===== src/verilog/dtec_pkg.sv =====
/*
 * Constants and types shared by the dual timer/event counter.
 * Assumes an APB slave with 32-bit data; each register index maps to byte address index*4.
 */
package dtec_pkg;

	localparam int DTEC_ADDR_W = 12;
	localparam int DTEC_DATA_W = 32;

	// Register indices; the byte address is four times the index.
	localparam logic [7:0] DTEC_IDX_CONTROL = 8'h88;
	localparam logic [7:0] DTEC_IDX_MODE = 8'h89;
	localparam logic [7:0] DTEC_IDX_STATUS = 8'h8a;
	localparam logic [7:0] DTEC_IDX_MASK = 8'h8b;
	localparam logic [7:0] DTEC_IDX_LOW0 = 8'h8c;
	localparam logic [7:0] DTEC_IDX_HIGH0 = 8'h8d;
	localparam logic [7:0] DTEC_IDX_LOW1 = 8'h8e;
	localparam logic [7:0] DTEC_IDX_HIGH1 = 8'h8f;

	// Mode register: each unit owns a four-bit field, timer 1 above timer 0.
	localparam int DTEC_MODE_UNIT_W = 4;
	localparam int DTEC_FLD_GATE = 3;
	localparam int DTEC_FLD_SOURCE = 2;
	localparam int DTEC_FLD_MODE = 0;

	// Control register: run bits, then overflow toggle enables.
	localparam int DTEC_CTRL_RUN = 0;
	localparam int DTEC_CTRL_TOGGLE = 2;

	localparam logic [7:0] DTEC_MODE_RESET = 8'h00;
	localparam logic [3:0] DTEC_CTRL_RESET = 4'h0;
	localparam logic [7:0] DTEC_BYTE_ONES = 8'hff;
	localparam logic [12:0] DTEC_PRESCALED_ONES = 13'h1fff;

	// One machine cycle is six clock periods.
	localparam int DTEC_CLOCKS_PER_MCYCLE = 6;

	typedef enum logic [1:0] {
		DTEC_MODE_PRESCALED13 = 2'b00,
		DTEC_MODE_CASCADED16 = 2'b01,
		DTEC_MODE_AUTO_RELOAD = 2'b10,
		DTEC_MODE_SPLIT = 2'b11
	} dtec_mode_t;

	typedef struct packed {
		logic [7:0] count_high_byte;
		logic [7:0] count_low_byte;
	} dtec_count_t;

	typedef struct packed {
		logic ovf;
		dtec_count_t count;
	} dtec_step_t;

endpackage


===== src/verilog/dtec_timer.sv =====
/*
 * Dual timer/event counter with an APB register slave and a level interrupt.
 * All counting logic, the per-mode counting step included, lives in this module.
 * Assumes count and gate pins are synchronous to clock and that the count pins'
 * external wire resolves output enable and level outside this module.
 * Assumes the bus master holds each request until pready, as APB requires.
 */
// The implementer's own choice: register access over APB.
`timescale 1ns/1ps

// Functional notes
// - In timer function a unit counts once per machine cycle of six clocks.
// - In counter function the count pin is sampled each machine cycle and a high-then-low pair counts one.
// - The count raised by a detected falling edge is visible in the machine cycle after detection.
// - Edge recognition spans two machine cycles, so events count at most at one twelfth of the clock rate.
// - The source bit of each unit picks machine cycles when clear and count pin edges when set.
// - The two-bit mode field sits at bits 5:4 for timer 1 and bits 1:0 for timer 0.
// - Mode 00 is 13-bit prescaled, 01 is 16-bit, 10 is 8-bit auto-reload and 11 is split.
// - Modes 00 to 10 behave the same for both units and only mode 11 differs.
// - With the gate bit set a unit counts only while its gate pin is high and its run bit is set.
// - Each unit may toggle its count pin on every overflow.
// - Mode 00 counts on the high byte and the low five bits of the low byte and flags rollover from all ones.
// - Mode 10 counts the low byte and on overflow flags it and reloads from the unchanged high byte.
// - Timer 1 stops in mode 11, while timer 0 splits into a low byte and a machine-cycle high byte using timer 1's run bit and flag.
// - With toggling enabled the count pin output is one until the first overflow.
module dtec_timer (
	input wire logic clock, // System clock.
	input wire logic resetn, // Synchronous reset, active low.
	input wire logic psel, // APB select.
	input wire logic penable, // APB access phase.
	input wire logic pwrite, // APB write direction.
	input wire logic [dtec_pkg::DTEC_ADDR_W-1:0] paddr, // APB byte address.
	input wire logic [dtec_pkg::DTEC_DATA_W-1:0] pwdata, // APB write data.
	output logic [dtec_pkg::DTEC_DATA_W-1:0] prdata, // APB read data.
	output logic pready, // APB transfer done.
	output logic pslverr, // APB error for an unmapped address.
	input wire logic [1:0] count_pin_in, // Levels of count_pin_zero and count_pin_one.
	output logic [1:0] count_pin_out, // Toggle output levels of the count pins.
	output logic [1:0] count_pin_oe, // Count pin drive enables.
	input wire logic [1:0] gate_pin, // Levels of gate_pin_zero and gate_pin_one.
	output logic irq // Interrupt, high while an unmasked flag is set.
);

	localparam logic [2:0] LAST_PHASE = 3'(dtec_pkg::DTEC_CLOCKS_PER_MCYCLE - 1);

	// Registered state and the next values computed for it.
	logic [2:0] phase;
	logic [2:0] next_phase;
	logic mcycle_tick;
	logic [1:0] sample_prev;
	logic [1:0] next_sample_prev;
	logic [1:0] falling;
	logic [7:0] mode_reg;
	logic [7:0] next_mode_reg;
	logic [3:0] control;
	logic [3:0] next_control;
	logic [1:0] status;
	logic [1:0] next_status;
	logic [1:0] mask;
	logic [1:0] next_mask;
	logic [1:0] toggle;
	logic [1:0] next_toggle;
	dtec_pkg::dtec_count_t cnt [2];
	dtec_pkg::dtec_count_t next_cnt [2];
	logic [dtec_pkg::DTEC_DATA_W-1:0] next_prdata;
	logic next_pslverr;

	// Per-unit decode of the mode and control registers.
	logic [1:0] run;
	logic [1:0] toggle_en;
	logic [1:0] gate_bit;
	logic [1:0] source_bit;
	dtec_pkg::dtec_mode_t mode [2];
	logic [1:0] unit_inc;
	logic [1:0] events;
	logic split0;
	logic high0_inc;
	dtec_pkg::dtec_step_t step [2];

	// Bus decode.
	logic setup;
	logic access_wr;
	logic [7:0] idx;
	logic idx_ok;
	logic hit_control;
	logic hit_mode;
	logic hit_status;
	logic hit_mask;
	logic [3:0] hit_count;

	// Advances one unit by one count in the given mode. In split mode only the low byte
	// moves; the high byte of timer 0 is stepped separately.
	function automatic dtec_pkg::dtec_step_t dtec_step(dtec_pkg::dtec_count_t c,
		dtec_pkg::dtec_mode_t m, logic inc);
		dtec_pkg::dtec_step_t r;
		logic [12:0] p;
		r.ovf = 1'b0;
		r.count = c;
		p = {c.count_high_byte, c.count_low_byte[4:0]};
		if (inc) begin
			unique case (m)
				dtec_pkg::DTEC_MODE_PRESCALED13: begin
					// The upper three low-byte bits keep whatever software wrote.
					r.ovf = (p == dtec_pkg::DTEC_PRESCALED_ONES);
					p = p + 13'h0001;
					r.count.count_high_byte = p[12:5];
					r.count.count_low_byte[4:0] = p[4:0];
				end
				dtec_pkg::DTEC_MODE_CASCADED16: begin
					r.ovf = (c == 16'hffff);
					r.count = c + 16'h0001;
				end
				dtec_pkg::DTEC_MODE_AUTO_RELOAD: begin
					// The high byte is only read here, so the reload value survives.
					r.ovf = (c.count_low_byte == dtec_pkg::DTEC_BYTE_ONES);
					r.count.count_low_byte = r.ovf ? c.count_high_byte :
						c.count_low_byte + 8'h01;
				end
				dtec_pkg::DTEC_MODE_SPLIT: begin
					r.ovf = (c.count_low_byte == dtec_pkg::DTEC_BYTE_ONES);
					r.count.count_low_byte = c.count_low_byte + 8'h01;
				end
			endcase
		end
		return r;
	endfunction

	assign run = control[dtec_pkg::DTEC_CTRL_RUN +: 2];
	assign toggle_en = control[dtec_pkg::DTEC_CTRL_TOGGLE +: 2];
	assign split0 = (mode[0] == dtec_pkg::DTEC_MODE_SPLIT);

	// Machine cycle divider.
	always_comb begin
		next_phase = mcycle_tick ? 3'h0 : phase + 3'h1;
	end

	assign mcycle_tick = (phase == LAST_PHASE);

	always_ff @(posedge clock) begin
		if (!resetn) begin
			// Phase zero after reset puts the first tick on the sixth edge after release.
			phase <= 3'h0;
		end else begin
			phase <= next_phase;
		end
	end

	// Count pin sampling, one sample per machine cycle.
	always_comb begin
		next_sample_prev = mcycle_tick ? count_pin_in : sample_prev;
	end

	always_ff @(posedge clock) begin
		if (!resetn) begin
			// A reset value of zero cannot fake a falling edge before the first sample.
			sample_prev <= 2'h0;
		end else begin
			sample_prev <= next_sample_prev;
		end
	end

	// Per-unit control decode and count enables.
	generate
		for (genvar u = 0; u < 2; u++) begin : g_unit
			// Timer 1 sits one field above timer 0 in the mode register.
			localparam int BASE = u * dtec_pkg::DTEC_MODE_UNIT_W;
			assign gate_bit[u] = mode_reg[BASE + dtec_pkg::DTEC_FLD_GATE];
			assign source_bit[u] = mode_reg[BASE + dtec_pkg::DTEC_FLD_SOURCE];
			assign mode[u] = dtec_pkg::dtec_mode_t'(mode_reg[BASE + dtec_pkg::DTEC_FLD_MODE +: 2]);
			// A sample high followed by a sample low is one event; the count moves at this
			// tick so the new value is seen in the following machine cycle.
			assign falling[u] = mcycle_tick & sample_prev[u] & ~count_pin_in[u];
			assign count_pin_out[u] = toggle[u];
			assign count_pin_oe[u] = toggle_en[u];
		end
	endgenerate

	// Timer 0 low byte always follows timer 0 controls; timer 1 halts in split mode.
	assign unit_inc[0] = run[0] & (~gate_bit[0] | gate_pin[0]) &
		(source_bit[0] ? falling[0] : mcycle_tick);
	assign unit_inc[1] = run[1] & (~gate_bit[1] | gate_pin[1]) &
		(source_bit[1] ? falling[1] : mcycle_tick) &
		(mode[1] != dtec_pkg::DTEC_MODE_SPLIT);
	// Split mode lends timer 1's run bit to timer 0's high byte, a plain machine-cycle timer.
	assign high0_inc = split0 & run[1] & mcycle_tick;

	// APB decode.
	assign setup = psel & ~penable;
	assign access_wr = psel & penable & pwrite & ~pslverr;
	// Byte lanes below a word are ignored; bits above the index field must be zero.
	assign idx = paddr[9:2];
	assign idx_ok = (paddr[dtec_pkg::DTEC_ADDR_W-1:10] == 2'h0);
	assign hit_control = idx_ok & (idx == dtec_pkg::DTEC_IDX_CONTROL);
	assign hit_mode = idx_ok & (idx == dtec_pkg::DTEC_IDX_MODE);
	assign hit_status = idx_ok & (idx == dtec_pkg::DTEC_IDX_STATUS);
	assign hit_mask = idx_ok & (idx == dtec_pkg::DTEC_IDX_MASK);
	assign hit_count[0] = idx_ok & (idx == dtec_pkg::DTEC_IDX_LOW0);
	assign hit_count[1] = idx_ok & (idx == dtec_pkg::DTEC_IDX_HIGH0);
	assign hit_count[2] = idx_ok & (idx == dtec_pkg::DTEC_IDX_LOW1);
	assign hit_count[3] = idx_ok & (idx == dtec_pkg::DTEC_IDX_HIGH1);
	// No wait states: the answer is ready in the access cycle itself.
	assign pready = psel & penable;

	// Counting, overflow events and the count bytes.
	always_comb begin
		logic high0_ovf;
		high0_ovf = 1'b0;
		// Each unit steps in its own mode; timer 1 is held in split mode by its enable.
		step[0] = dtec_step(cnt[0], mode[0], unit_inc[0]);
		step[1] = dtec_step(cnt[1], mode[1], unit_inc[1]);
		next_cnt[0] = step[0].count;
		next_cnt[1] = step[1].count;
		if (high0_inc) begin
			high0_ovf = (cnt[0].count_high_byte == dtec_pkg::DTEC_BYTE_ONES);
			next_cnt[0].count_high_byte = cnt[0].count_high_byte + 8'h01;
		end
		// In split mode the flag of timer 1 belongs to the high byte of timer 0.
		events[0] = step[0].ovf;
		events[1] = split0 ? high0_ovf : step[1].ovf;
		// A software write to a count byte takes precedence over counting in that cycle.
		if (access_wr && hit_count[0]) begin
			next_cnt[0].count_low_byte = pwdata[7:0];
		end
		if (access_wr && hit_count[1]) begin
			next_cnt[0].count_high_byte = pwdata[7:0];
		end
		if (access_wr && hit_count[2]) begin
			next_cnt[1].count_low_byte = pwdata[7:0];
		end
		if (access_wr && hit_count[3]) begin
			next_cnt[1].count_high_byte = pwdata[7:0];
		end
	end

	always_ff @(posedge clock) begin
		if (!resetn) begin
			// Counts start at zero; software loads them before it sets a run bit.
			cnt[0] <= '0;
			cnt[1] <= '0;
		end else begin
			cnt[0] <= next_cnt[0];
			cnt[1] <= next_cnt[1];
		end
	end

	// Toggle outputs sit at one while disabled, so each enable starts from one. The enable
	// taking effect at this edge is used, so a drive turning off finds the level high.
	always_comb begin
		logic [1:0] next_en;
		logic [1:0] flip;
		next_en = next_control[dtec_pkg::DTEC_CTRL_TOGGLE +: 2];
		flip = toggle_en & {step[1].ovf, step[0].ovf};
		next_toggle[0] = next_en[0] ? toggle[0] ^ flip[0] : 1'b1;
		next_toggle[1] = next_en[1] ? toggle[1] ^ flip[1] : 1'b1;
	end

	always_ff @(posedge clock) begin
		if (!resetn) begin
			toggle <= 2'h3;
		end else begin
			toggle <= next_toggle;
		end
	end

	// Software registers; an overflow in the clearing cycle keeps its flag set.
	always_comb begin
		next_mode_reg = mode_reg;
		next_control = control;
		next_mask = mask;
		next_status = status | events;
		if (access_wr && hit_mode) begin
			next_mode_reg = pwdata[7:0];
		end
		if (access_wr && hit_control) begin
			next_control = pwdata[3:0];
		end
		if (access_wr && hit_mask) begin
			next_mask = pwdata[1:0];
		end
		if (access_wr && hit_status) begin
			next_status = (status & ~pwdata[1:0]) | events;
		end
	end

	always_ff @(posedge clock) begin
		if (!resetn) begin
			// Gate off, timer function and mode 00 in both units.
			mode_reg <= dtec_pkg::DTEC_MODE_RESET;
			control <= dtec_pkg::DTEC_CTRL_RESET;
			mask <= 2'h0;
			status <= 2'h0;
		end else begin
			mode_reg <= next_mode_reg;
			control <= next_control;
			mask <= next_mask;
			status <= next_status;
		end
	end

	// A level output: it falls only when software clears the flag or masks it.
	assign irq = |(status & mask);

	// Read data and error are captured in the setup cycle and stand through the access phase.
	always_comb begin
		next_prdata = prdata;
		next_pslverr = pslverr;
		if (setup) begin
			next_prdata = '0;
			next_pslverr = 1'b0;
			if (hit_control) begin
				next_prdata[3:0] = control;
			end else if (hit_mode) begin
				next_prdata[7:0] = mode_reg;
			end else if (hit_status) begin
				next_prdata[1:0] = status;
			end else if (hit_mask) begin
				next_prdata[1:0] = mask;
			end else if (hit_count[0]) begin
				next_prdata[7:0] = cnt[0].count_low_byte;
			end else if (hit_count[1]) begin
				next_prdata[7:0] = cnt[0].count_high_byte;
			end else if (hit_count[2]) begin
				next_prdata[7:0] = cnt[1].count_low_byte;
			end else if (hit_count[3]) begin
				next_prdata[7:0] = cnt[1].count_high_byte;
			end else begin
				next_pslverr = 1'b1;
			end
		end
	end

	always_ff @(posedge clock) begin
		if (!resetn) begin
			prdata <= '0;
			pslverr <= 1'b0;
		end else begin
			prdata <= next_prdata;
			pslverr <= next_pslverr;
		end
	end

endmodule


===== config.mk =====
export PLATFORM = sky130hd
export DESIGN_NAME = dtec_timer
export DESIGN_NICKNAME = d
export VERILOG_FILES = /design/src/verilog/dtec_pkg.sv /design/src/verilog/dtec_timer.sv
export SDC_FILE = /design/constraint.sdc
export NUM_CORES = 1
export LEC_CHECK = 0
export ABC_CLOCK_PERIOD_IN_PS = 5100
export BUFFER_PORTS_ARGS = -buffer_cell sky130_fd_sc_hd__buf_4
export CORE_MARGIN = 3
export CORE_UTILIZATION = 45
export CTS_BUF_LIST = sky130_fd_sc_hd__clkbuf_2
export DETAILED_ROUTE_END_ITERATION = 16
export HOLD_SLACK_MARGIN = 0.12
export PLACE_DENSITY = 0.75
export SLEW_MARGIN = 30
export SYNTH_ARGS = -nofsm -noshare
export SYNTH_HDL_FRONTEND = slang
export SYNTH_SLANG_ARGS = --single-unit
export TNS_END_PERCENT = 100

===== constraint.sdc =====
create_clock -name clock -period 5.1 [get_ports clock]
set_input_delay 0.51 -clock clock [delete_from_list [all_inputs] [get_ports clock]]
set_output_delay 0.51 -clock clock [all_outputs]
set_load 0.005 [all_outputs]

==> results.yml <==
synthesis:
  yosysSeqAreaShare_pct: 29.6
  synth_seq_cells: 64
  ys.flop_type: "dfxtp_1"
  yosysUniqueCellTypes: 63
  synthCells: 549
  synth_area_um2: 4320
  ys.warnings.count: 0
  ys_async_sr_fraction_pct: 0
  syn-mean-instance-area_um2: 7.88
  synth_enable_flop_cells: 0
detailed_routing:
  topRoutingLayerUsed: "met4"
  route.met3.wl_mm: 1.02
  met2_length_mm: 5.62
  vias_per_cell: 5.96
  wl_mm: 12.2
  wl_met1_mm: 5.11
  routedWlPerCell_um: 17.4
  drc_errors: 0
  drt_iter0_drc: 306
  dr.pass1.iters: 5
  vias: 4158
  final_antenna_net_count: 0
floorplan:
  initial_core_util_pct: 46.6
  die_area_um2: 10800
  rows: 35
  die_h_um: 104
  core_area_um2: 9280
  die_w_um: 104
  io_pins: 92
critical_path:
  path_buf_inv: 0
  path_class: "reg -> reg"
  crit_chain: "ha_1, nand3_1, nor4_1, o21bai_1, a211oi_1, mux2i_1, o2111ai_1"
  cp-end-kind: "flop"
  path_max_fanout: 8
  cp.arrival_ns: 2.96
  cp.required_ns: 5.49
  cp_top_family: "compound AO/OA/AOI/OAI gates"
  max_stage_delay_ns: 0.68
  slowest_stage: "a211oi_1"
  start_kind: "flop"
clock_network:
  holdBufCountCts: 0
  path_clk_slew_ns: 0.17
  cts_max_path_buffers: 2
  cts_buffers: 9
  cts_resized: 0
  cts_setup_buffers: 0
  cts_root_buf: "clkbuf_2"
  clk_latency_ns: 0.52
  h-tree-depth: 3
  cts.sinks: 64
  cts_tree: "done"
pwr:
  pwr-share-clk_pct: 28.5
  combPwrFrac_pct: 9.4
  power_leakage_nw: 1.69
  power_density_nw_per_um2: 177
  ir_worst_vdd_v: 0.0000905
  internal-power_w: 0.000587
  power_frac_seq_pct: 62.1
  swShare_pct: 28.2
  p_switching_w: 0.000231
sta:
  whs_ns: 0.235
  hold_violations: 0
  fin_crit_ns: 2.57
  fin_setup_tns_ns: 0
  clock-skew-final_ns: 0.0439
  final_max_slew_viol_count: 0
  fmax_mhz: 390
  period_share_pct: 50.3
  rsz0062_at_grt: "no"
  setup_viol: 0
  tightestPinTransition_ns: 0.818
  slew_headroom_pct: 45.0
place:
  placed_area_um2: 4560
  port_buffers: 41
  place_hpwl_mm: 9.14
  globalplace.congestion: 0.943
grt:
  grt_pass1_wl_mm: 19.0
  grt_start_max_net_pins: 31
  antenna_found_initial: 0
  gr-total-overflow: 0
  grt_pass1_vias: 3822
  grtUsageTotal_pct: 21.8
final_layout:
  syn_to_final_growth_pct: 6.89
  postLayoutCellArea_um2: 4620
  drive_gt1_share_pct: 12.5
  num_antenna_cells: 0
  largest_register_ffs: 32
  nets: 629
flow_run:
  maxCapViolCount: 0
outcome:
  status: "finished, final reports clean"
worst_hold_path:
  hold_class: "in -> reg"
## cells by family (layout without fill, tap and decap cells)
| group | after synthesis | count (layout) | synth area share (%) |
|---|---|---|---|
| other cells | 1 | 24 | 0.0867 |
| flops | 64 | 64 | 29.6 |
| xor+xnor | 19 | 19 | 3.85 |
| simple gates | 206 | 206 | 24.4 |
| buf+inv | 76 | 73 | 9.23 |
| compound gates | 147 | 147 | 22.5 |
| fa+ha+maj | 9 | 9 | 2.60 |
| mux | 27 | 27 | 7.70 |
## synthesized netlist by cell type, types with 3 or more instances
cell / number / area share, %
nor2_1: 54 / 4.7
or3_1: 4 / 0.58
nor4_1: 5 / 0.72
nand3_1: 24 / 2.8
ha_1: 9 / 2.6
a31oi_1: 4 / 0.58
inv_1: 17 / 1.5
nand2_1: 53 / 4.6
buf_2: 7 / 0.81
o22ai_1: 4 / 0.58
o21ai_0: 29 / 3.4
and2_1: 9 / 1.3
nor2b_1: 7 / 1.0
o211ai_1: 11 / 1.9
or2_2: 3 / 0.43
mux4_2: 5 / 2.6
a211oi_1: 12 / 2.1
a22oi_1: 9 / 1.6
and3_1: 7 / 1.0
a21boi_0: 3 / 0.52
mux2i_1: 22 / 5.1
clkbuf_1: 23 / 2.0
dfxtp_1: 64 / 30
buf_4: 28 / 4.9
o2bb2ai_1: 4 / 0.81
o2111ai_1: 5 / 1.0
nor3_1: 6 / 0.69
a21o_1: 3 / 0.52
nand2b_1: 6 / 0.87
a21oi_1: 39 / 4.5
xor2_1: 11 / 2.2
nand4_1: 12 / 1.7
a22o_1: 3 / 0.61
xnor2_1: 8 / 1.6
o2111a_1: 3 / 0.78
and4_1: 3 / 0.61
## cells in the final DEF (no fill, tap or decap), types with 3 or more instances in the layout
master / n
mux2i_1: 22
a21oi_1: 39
and3_1: 7
a22oi_1: 9
clkbuf_2: 10
xnor2_1: 8
ha_1: 9
nor4_1: 5
a22o_1: 3
conb_1: 24
nand2b_1: 6
buf_4: 43
o211ai_1: 11
nor2_1: 54
o2bb2ai_1: 4
nor2b_1: 7
o2111ai_1: 5
nand4_1: 12
xor2_1: 11
o21ai_0: 29
nand2_1: 53
inv_1: 17
o22ai_1: 4
a31oi_1: 4
nand3_1: 24
o2111a_1: 3
or3_1: 4
a21boi_0: 3
a211oi_1: 12
and2_1: 9
mux4_2: 5
or2_2: 3
dfxtp_1: 64
a21o_1: 3
nor3_1: 6
and4_1: 3
## layer usage
metal / up-vias / track usage (%)
li1: 1984 / -
met1: 1955 / 27.7
met2: 189 / 34.8
met3: 30 / 5.03
met4: 0 / 10.7
met5: - / 0
## final timing paths
kind,from,to,slack [ns],cells after the start
worst max-delay path,cnt[0][8],count_pin_out[0],2.53,7
worst min-delay path,count_pin_in[0],sample_prev[0],0.23,3
worst max register to register,cnt[0][8],count_pin_out[0],2.53,7
worst min register to register,sample_prev[1],sample_prev[1],0.47,2
## metrics by stage
stage	power, W	utilization [%]	std cells	setup slack (ns)
4_1_cts	0.000817	49.8	698	2.58
5_1_grt	0.000841	49.8	698	2.41
2_1_floorplan	0.000571	-	572	2.81
3_3_place_gp	0.000591	49.1	685	2.22
6_report	0.000818	49.8	698	2.53
3_5_place_dp	0.000593	49.1	685	2.16
## worst reg2reg max path, cell delays in order (launching register included)
cell and delay [ns]:
dfxtp_1 0.55, ha_1 0.25, nand3_1 0.21, nor4_1 0.30
o21bai_1 0.10, a211oi_1 0.68, mux2i_1 0.27, o2111ai_1 0.12
## area by class of cell
class                   instances  area (µm²)
clock inverters                 3        12.5
multi-input cells             432        2730
clock buffers                  10        50.0
fillers                       914        4660
repair buffers                 43         323
well taps                     129         161
flip-flops and latches         64        1280
inverters                      17        63.8
## power by group through the flow
| stage | logic [W] | registers [W] | clock network, W |
|---|---|---|---|
| 2_1_floorplan | 0.0000530 | 0.000518 | 0 |
| 5_1_grt | 0.0000831 | 0.000509 | 0.000250 |
| 4_1_cts | 0.0000753 | 0.000508 | 0.000234 |
| 6_report | 0.0000769 | 0.000508 | 0.000233 |
| 3_3_place_gp | 0.0000735 | 0.000518 | 0 |
| 3_5_place_dp | 0.0000751 | 0.000518 | 0 |
No activity file was read; power rests on OpenSTA's default activity.
